$ cat src/psi_pkg.sv
// Notes on behaviour
// - read-only status word at address 0x01, reset 0x7849
// - bits 14..11 report the four line modes
// - remote fault latches until status read
// - jabber latches at bit 1 until read
// - link bit reads one only with link
// - bit 3 reports auto-negotiation ability
// - bit 0 reports extended registers present
// - negotiation done only when results valid
// - bit 6 reports preamble-less frames accepted
// - reserved bits 15 and 10:7 read zero
// - identifier words at addresses 0x02 and 0x03
// - second word: vendor low, model, revision
// - vendor id split across both words
package psi_pkg;

   // register addresses on the management port
   localparam logic [4:0]  ADDR_STATUS    = 5'h01;
   localparam logic [4:0]  ADDR_ID_UPPER  = 5'h02;
   localparam logic [4:0]  ADDR_ID_LOWER  = 5'h03;
   localparam logic [4:0]  ADDR_IRQ_STAT  = 5'h10;
   localparam logic [4:0]  ADDR_IRQ_MASK  = 5'h11;

   // status word field positions
   localparam int          BIT_CAP_FF     = 14;
   localparam int          BIT_CAP_FH     = 13;
   localparam int          BIT_CAP_SF     = 12;
   localparam int          BIT_CAP_SH     = 11;
   localparam int          BIT_PREAMBLE   = 6;
   localparam int          BIT_AN_DONE    = 5;
   localparam int          BIT_REMOTE_FAULT_FLAG     = 4;
   localparam int          BIT_AN_CAP     = 3;
   localparam int          BIT_LINK       = 2;
   localparam int          BIT_JABBER     = 1;
   localparam int          BIT_EXTENDED_REGS_PRESENT       = 0;

   // fixed capability bits
   localparam logic        CAP_FAST_FULL  = 1'b1;
   localparam logic        CAP_FAST_HALF  = 1'b1;
   localparam logic        CAP_SLOW_FULL  = 1'b1;
   localparam logic        CAP_SLOW_HALF  = 1'b1;
   localparam logic        CAP_PREAMBLE   = 1'b1;
   localparam logic        CAP_AUTONEG    = 1'b1;
   localparam logic        CAP_EXTENDED   = 1'b1;
   localparam logic [15:0] STATUS_RESET   = 16'h7849;

   // identifier layout
   localparam int          OUI_W          = 22;
   localparam int          OUI_LO_W       = 6;
   localparam int          MODEL_W        = 6;
   localparam int          REV_W          = 4;

   // interrupt status bit positions
   localparam int          IRQ_N          = 4;
   localparam int          IRQ_REMOTE_FAULT_FLAG     = 0;
   localparam int          IRQ_JABBER     = 1;
   localparam int          IRQ_LINK_CHG   = 2;
   localparam int          IRQ_AN_DONE    = 3;
   localparam logic [3:0]  IRQ_RESET      = 4'h0;

   localparam logic [15:0] ZERO16         = 16'h0000;

   // conditions reported by the line side of the phy
   typedef struct packed {
      logic link_up;
      logic an_finished;
      logic an_results_valid;
      logic remote_fault;
      logic jabber;
   } psi_line_s;

endpackage

$ cat src/psi_status_ident_regs.sv
// Implementation choice: strobed register access.
`timescale 1ns/1ps
`default_nettype none
module psi_status_ident_regs #(
   parameter logic [21:0] OUI_VALUE   = 22'h2A5A5, // arbitrary value
   parameter logic [5:0]  MODEL_VALUE = 6'h15,     // arbitrary value
   parameter logic [3:0]  REV_VALUE   = 4'h2       // arbitrary value
) (
   input  wire  logic               mclk,
   input  wire  logic               sys_rst,
   input  wire  logic               clk_en,
   input  wire  psi_pkg::psi_line_s line_in,
   input  wire  logic [4:0]         reg_addr,
   input  wire  logic [15:0]        reg_wdata,
   input  wire  logic               reg_wr,
   input  wire  logic               reg_rd,
   output logic [15:0]              reg_rdata,
   output logic                     irq
);

   logic                       link_reg;
   logic                       an_done_reg;
   logic                       remote_fault_flag_reg;
   logic                       jabber_reg;
   logic [psi_pkg::IRQ_N-1:0]  irq_stat_reg;
   logic [psi_pkg::IRQ_N-1:0]  irq_mask_reg;
   logic [psi_pkg::IRQ_N-1:0]  irq_event;
   logic [15:0]                status_word;
   logic [15:0]                id_upper;
   logic [15:0]                id_lower;
   logic [15:0]                rdata_next;
   logic                       status_rd;
   logic                       an_done_next;

   assign status_rd    = reg_rd && (reg_addr == psi_pkg::ADDR_STATUS);
   // done only when negotiation ended and result registers are valid
   assign an_done_next = line_in.an_finished && line_in.an_results_valid;

   // live link and negotiation state
   always_ff @(posedge mclk) begin
      if (sys_rst) begin
         link_reg    <= 1'b0;
         an_done_reg <= 1'b0;
      end else if (clk_en) begin
         link_reg    <= line_in.link_up;
         an_done_reg <= an_done_next;
      end
   end

   // sticky remote fault: a present condition wins over the read clear
   always_ff @(posedge mclk) begin
      if (sys_rst) begin
         remote_fault_flag_reg <= 1'b0;
      end else if (clk_en) begin
         if (line_in.remote_fault) begin
            remote_fault_flag_reg <= 1'b1;
         end else if (status_rd) begin
            remote_fault_flag_reg <= 1'b0;
         end
      end
   end

   // sticky jabber flag, same scheme
   always_ff @(posedge mclk) begin
      if (sys_rst) begin
         jabber_reg <= 1'b0;
      end else if (clk_en) begin
         if (line_in.jabber) begin
            jabber_reg <= 1'b1;
         end else if (status_rd) begin
            jabber_reg <= 1'b0;
         end
      end
   end

   // assemble the status word; unlisted bits stay zero
   always_comb begin
      status_word                         = psi_pkg::ZERO16;
      status_word[psi_pkg::BIT_CAP_FF]    = psi_pkg::CAP_FAST_FULL;
      status_word[psi_pkg::BIT_CAP_FH]    = psi_pkg::CAP_FAST_HALF;
      status_word[psi_pkg::BIT_CAP_SF]    = psi_pkg::CAP_SLOW_FULL;
      status_word[psi_pkg::BIT_CAP_SH]    = psi_pkg::CAP_SLOW_HALF;
      status_word[psi_pkg::BIT_PREAMBLE]  = psi_pkg::CAP_PREAMBLE;
      status_word[psi_pkg::BIT_AN_DONE]   = an_done_reg;
      status_word[psi_pkg::BIT_REMOTE_FAULT_FLAG]    = remote_fault_flag_reg;
      status_word[psi_pkg::BIT_AN_CAP]    = psi_pkg::CAP_AUTONEG;
      status_word[psi_pkg::BIT_LINK]      = link_reg;
      status_word[psi_pkg::BIT_JABBER]    = jabber_reg;
      status_word[psi_pkg::BIT_EXTENDED_REGS_PRESENT]      = psi_pkg::CAP_EXTENDED;
   end

   // identifier words: vendor high bits, then vendor low, model, revision
   assign id_upper = OUI_VALUE[psi_pkg::OUI_W-1:psi_pkg::OUI_LO_W];
   assign id_lower = {OUI_VALUE[psi_pkg::OUI_LO_W-1:0], MODEL_VALUE, REV_VALUE};

   // interrupt events: flag rises, link changes, negotiation completes
   assign irq_event[psi_pkg::IRQ_REMOTE_FAULT_FLAG]   = line_in.remote_fault && !remote_fault_flag_reg;
   assign irq_event[psi_pkg::IRQ_JABBER]   = line_in.jabber && !jabber_reg;
   assign irq_event[psi_pkg::IRQ_LINK_CHG] = line_in.link_up != link_reg;
   assign irq_event[psi_pkg::IRQ_AN_DONE]  = an_done_next && !an_done_reg;

   // sticky interrupt status, write one to clear, event wins
   genvar gi;
   generate
      for (gi = 0; gi < psi_pkg::IRQ_N; gi++) begin : g_irq
         always_ff @(posedge mclk) begin
            if (sys_rst) begin
               irq_stat_reg[gi] <= psi_pkg::IRQ_RESET[gi];
            end else if (clk_en) begin
               if (irq_event[gi]) begin
                  irq_stat_reg[gi] <= 1'b1;
               end else if (reg_wr && (reg_addr == psi_pkg::ADDR_IRQ_STAT) && reg_wdata[gi]) begin
                  irq_stat_reg[gi] <= 1'b0;
               end
            end
         end
      end
   endgenerate

   // interrupt mask, one enables the matching status bit
   always_ff @(posedge mclk) begin
      if (sys_rst) begin
         irq_mask_reg <= psi_pkg::IRQ_RESET;
      end else if (clk_en && reg_wr && (reg_addr == psi_pkg::ADDR_IRQ_MASK)) begin
         irq_mask_reg <= reg_wdata[psi_pkg::IRQ_N-1:0];
      end
   end

   // level interrupt output
   always_ff @(posedge mclk) begin
      if (sys_rst) begin
         irq <= 1'b0;
      end else if (clk_en) begin
         irq <= |(irq_stat_reg & irq_mask_reg);
      end
   end

   // read decode; writes to the read-only words are ignored
   always_comb begin
      case (reg_addr)
         psi_pkg::ADDR_STATUS:   rdata_next = status_word;
         psi_pkg::ADDR_ID_UPPER: rdata_next = id_upper;
         psi_pkg::ADDR_ID_LOWER: rdata_next = id_lower;
         psi_pkg::ADDR_IRQ_STAT: rdata_next = {{(16-psi_pkg::IRQ_N){1'b0}}, irq_stat_reg};
         psi_pkg::ADDR_IRQ_MASK: rdata_next = {{(16-psi_pkg::IRQ_N){1'b0}}, irq_mask_reg};
         default:                rdata_next = psi_pkg::ZERO16;
      endcase
   end

   // read data stands in the cycle after the read strobe only
   always_ff @(posedge mclk) begin
      if (sys_rst) begin
         reg_rdata <= psi_pkg::ZERO16;
      end else if (clk_en) begin
         reg_rdata <= reg_rd ? rdata_next : psi_pkg::ZERO16;
      end
   end

endmodule
`default_nettype wire

$ cat config.mk
export PLATFORM = sky130hd
export DESIGN_NAME = psi_status_ident_regs
export DESIGN_NICKNAME = d
export VERILOG_FILES = /design/src/psi_pkg.sv /design/src/psi_status_ident_regs.sv
export SDC_FILE = /design/constraint.sdc
export NUM_CORES = 1
export LEC_CHECK = 0
export BUFFER_PORTS_ARGS = -buffer_cell sky130_fd_sc_hd__buf_4
export CAP_MARGIN = 20
export CORE_ASPECT_RATIO = 0.7
export CORE_MARGIN = 2
export CORE_UTILIZATION = 47
export DETAILED_ROUTE_END_ITERATION = 7
export GPL_TIMING_DRIVEN = 0
export PLACE_DENSITY = 0.74
export SLEW_MARGIN = 20
export SYNTH_ARGS = -nofsm -noshare
export SYNTH_HDL_FRONTEND = slang
export SYNTH_SLANG_ARGS = --single-unit
$ cat constraint.sdc
create_clock -name mclk -period 1.8 [get_ports mclk]
set_clock_uncertainty 0.2 [all_clocks]
set_input_delay 0.18 -clock mclk [delete_from_list [all_inputs] [get_ports mclk]]
set_output_delay 0.18 -clock mclk [all_outputs]
set_load 0.02 [all_outputs]
==> impl_metrics.sql <==
INSERT INTO impl_metrics (metric_group, metric, value, unit) VALUES
('min_path', 'hold_path_end', 'an_done_reg', ''),
('clocking', 'cts.root.buffer_cell', 'clkbuf_8', ''),
('synth', 'postSynthNetCount', '165', ''),
('floorplanning', 'io_pins', '48', ''),
('setup_path', 'setup.worst_path.start', 'clk_en', ''),
('min_path', 'holdCritStartpoint', 'line_in[2]', ''),
('status', 'run_status', 'finished, violations left', ''),
('route', 'vias_per_cell', '5.52', ''),
('synth', 'synth_seq_cells', '24', ''),
('route', 'drt_iter0_drc', '43', ''),
('timing', 'worst_slew_margin_rel', '0.642', ''),
('synth', 'synth.top_cell.area_share', '0.393', ''),
('timing', 'postLayoutSetupSlackWorst', '0.347', 'ns'),
('route', 'vias', '1175', ''),
('clocking', 'cts_sinks', '24', ''),
('place', 'routabilityCongestion', '0.892', ''),
('place', 'port_buffers', '34', ''),
('pwr', 'power.share.combinational', '0.150', ''),
('global_route', 'grt.total_usage', '0.228', ''),
('setup_path', 'rrSetupSlack', '0.50', 'ns'),
('timing', 'holdWs', '-0.000325', 'ns'),
('setup_path', 'cp_data_required_time', '1.73', 'ns'),
('status', 'violations', 'hold timing', ''),
('global_route', 'grt_use_met2', '0.377', ''),
('timing', 'number_of_endpoints_failing_setup_at_the_final_stage', '0', ''),
('setup_path', 'critical_path.startpoint_type', 'input pin', ''),
('synth', 'syn_avg_cell_area', '9.12', 'um^2'),
('pwr', 'p_per_area', '663', 'nW/um^2'),
('setup_path', 'critical_path.top_delay_family', 'simple AND/OR/NAND/NOR gates', ''),
('clocking', 'clk_pin_slew', '0.08', 'ns'),
('synth', 'seq_area_frac_synth', '0.393', ''),
('route', 'wire_per_inst', '14.7', 'um'),
('pwr', 'internal_power', '0.824', 'mW'),
('cells_and_area', 'final_util', '0.669', ''),
('synth', 'synth_warnings', '0', ''),
('cells_and_area', 'flow.area_growth_from_synthesis', '34.6', '%'),
('pwr', 'max-vdd-ir-drop', '0.000472', 'V'),
('synth', 'async_reset_ff_frac', '0', ''),
('timing', 'timing_hold_violations_final', '1', ''),
('timing', 'tightest_slew', '0.532', 'ns'),
('setup_path', 'crit_path_top_delay_cell', 'nor4_2', ''),
('global_route', 'grt_first_pass_wirelength', '5060', 'um'),
('min_path', 'hold_depth', '3', ''),
('timing', 'fin_crit_sh', '0.807', ''),
('clocking', 'clock_insertion_delay_worst_skew', '0.27', 'ns'),
('pwr', 'p_switching', '0.267', 'mW'),
('cells_and_area', 'instances_no_fill', '213', ''),
('setup_path', 'worst_ep_arrival_time', '1.38', 'ns'),
('floorplanning', 'die_height', '46.7', 'um'),
('synth', 'syn-instance-count', '134', ''),
('setup_path', 'timing.rr.end', 'reg_rdata[2]', ''),
('floorplanning', 'die_w', '65.0', 'um'),
('setup_path', 'worstReg2RegStart', 'irq_mask_reg[2]', ''),
('clocking', 'cts_hold_repair.buffers', '7', ''),
('min_path', 'worst_hold_check_path_type', 'in -> reg', ''),
('synth', 'ys.flop_type', 'dfxtp_1', ''),
('cells_and_area', 'final_net_count', '211', ''),
('pwr', 'power.sequential.fraction', '0.512', ''),
('timing', 'rsz0062_at_grt', 'no', ''),
('pwr', 'power.static_leakage', '0.659', 'nW'),
('route', 'drc_errors', '0', ''),
('setup_path', 'ff2ff_path_depth', '3', ''),
('global_route', 'antenna_found_initial', '0', ''),
('setup_path', 'chain_of_cells_forming_the_critical_path', 'buf_4 > or3b_4 > nor4_2 > a311oi_1', ''),
('global_route', 'grt_pass1_vias', '1084', ''),
('pwr', 'power.switching_fraction', '0.245', ''),
('setup_path', 'worstPathMaxFanout', '8', ''),
('global_route', 'gr-total-overflow', '0', ''),
('floorplanning', 'design.core.area', '2460', 'um^2'),
('global_route', 'maximum_number_of_pins_on_one_net_before_global_route_repair', '14', ''),
('synth', 'yosys-top-cells-area', 'dfxtp_1 39%, nand2b_1 9.2%, mux2i_1 4.9%', '');
## cells by family (layout without fill, tap and decap cells)
family,after synthesis,after routing,share of synthesized area
simple gates,47,47,0.263
compound gates,32,32,0.183
buf+inv,22,67,0.0880
xor+xnor,2,2,0.0143
flops,24,24,0.393
mux,7,7,0.0583
## cell type report
type | instances | area, um^2
fill | 218 | 813
multi-input combinational | 88 | 634
sequential | 24 | 480
tap | 34 | 42.5
clock buffer | 4 | 55.1
inverter | 7 | 26.3
timing repair buffer | 41 | 325
buffer | 15 | 81.3
## power groups by stage
stage	combinational (mW)	clock, mW	sequential [mW]
final	0.163	0.369	0.559
after global routing	0.178	0.401	0.560
after CTS	0.162	0.369	0.558
after detailed placement	0.148	0	0.571
after global placement	0.145	0	0.569
after floorplan	0.0837	0	0.570
## Yosys cell counts, types with 3 or more instances
| cell type | n |
|---|---|
| dfxtp_1 | 24 |
| nand2b_1 | 18 |
| a21oi_1 | 9 |
| inv_1 | 7 |
| buf_4 | 6 |
| clkbuf_1 | 6 |
| mux2i_1 | 6 |
| a21o_1 | 5 |
| nand2_1 | 5 |
| a311oi_1 | 4 |
| nor2_1 | 4 |
| or4_1 | 3 |
## layout by cell type, fill, tap and decap left out, types with 2 or more instances in the layout
cell and count:
a21o_1 5, a21oi_1 9, a22oi_1 2, a311oi_1 4, a31oi_1 2, buf_2 2
buf_4 40, clkbuf_1 6, clkbuf_8 4, dfxtp_1 24, dlygate4sd3_1 7, inv_1 7
mux2i_1 6, nand2_1 5, nand2b_1 18, nand3b_1 2, nor2_1 4, nor3b_1 2
nor4bb_1 2, o2111ai_1 2, o22ai_1 2, o32a_1 2, or4_1 3
## how the worst max path moves through the flow
| stage | slack, ns | depth (start not counted) | end |
|---|---|---|---|
| after CTS | 0.38 | 4 | irq_stat_reg[2] |
| after global routing | 0.28 | 5 | irq_stat_reg[2] |
| after global placement | 0.15 | 4 | irq_stat_reg[3] |
| after floorplan | 0.29 | 4 | irq_mask_reg[0] |
| final | 0.35 | 4 | irq_stat_reg[2] |
| after detailed placement | 0.08 | 4 | irq_stat_reg[2] |
## layer usage
metal | wire length, um | part of all wire | vias up
li1 | - | - | 571
met1 | 1420 | 0.45 | 556
met2 | 1460 | 0.47 | 44
met3 | 224 | 0.072 | 4
met5 | 0 | 0 | -
met4 | 20 | 0.0064 | 0
## stage by stage
| stage | cell area [um^2] | power, mW |
|---|---|---|
| 3_3_place_gp | 1520 | 0.714 |
| 6_report | 1650 | 1.09 |
| 2_1_floorplan | 1220 | 0.654 |
| 3_5_place_dp | 1520 | 0.719 |
| 5_1_grt | 1650 | 1.14 |
| 4_1_cts | 1650 | 1.09 |
## worst register-to-register path, cell delays in order (launching register included)
cell,delay (ns)
dfxtp_1,0.35
mux2_2,0.27
a311oi_1,0.28
o31ai_1,0.09
Note: power is estimated with default switching activity, not from simulation.
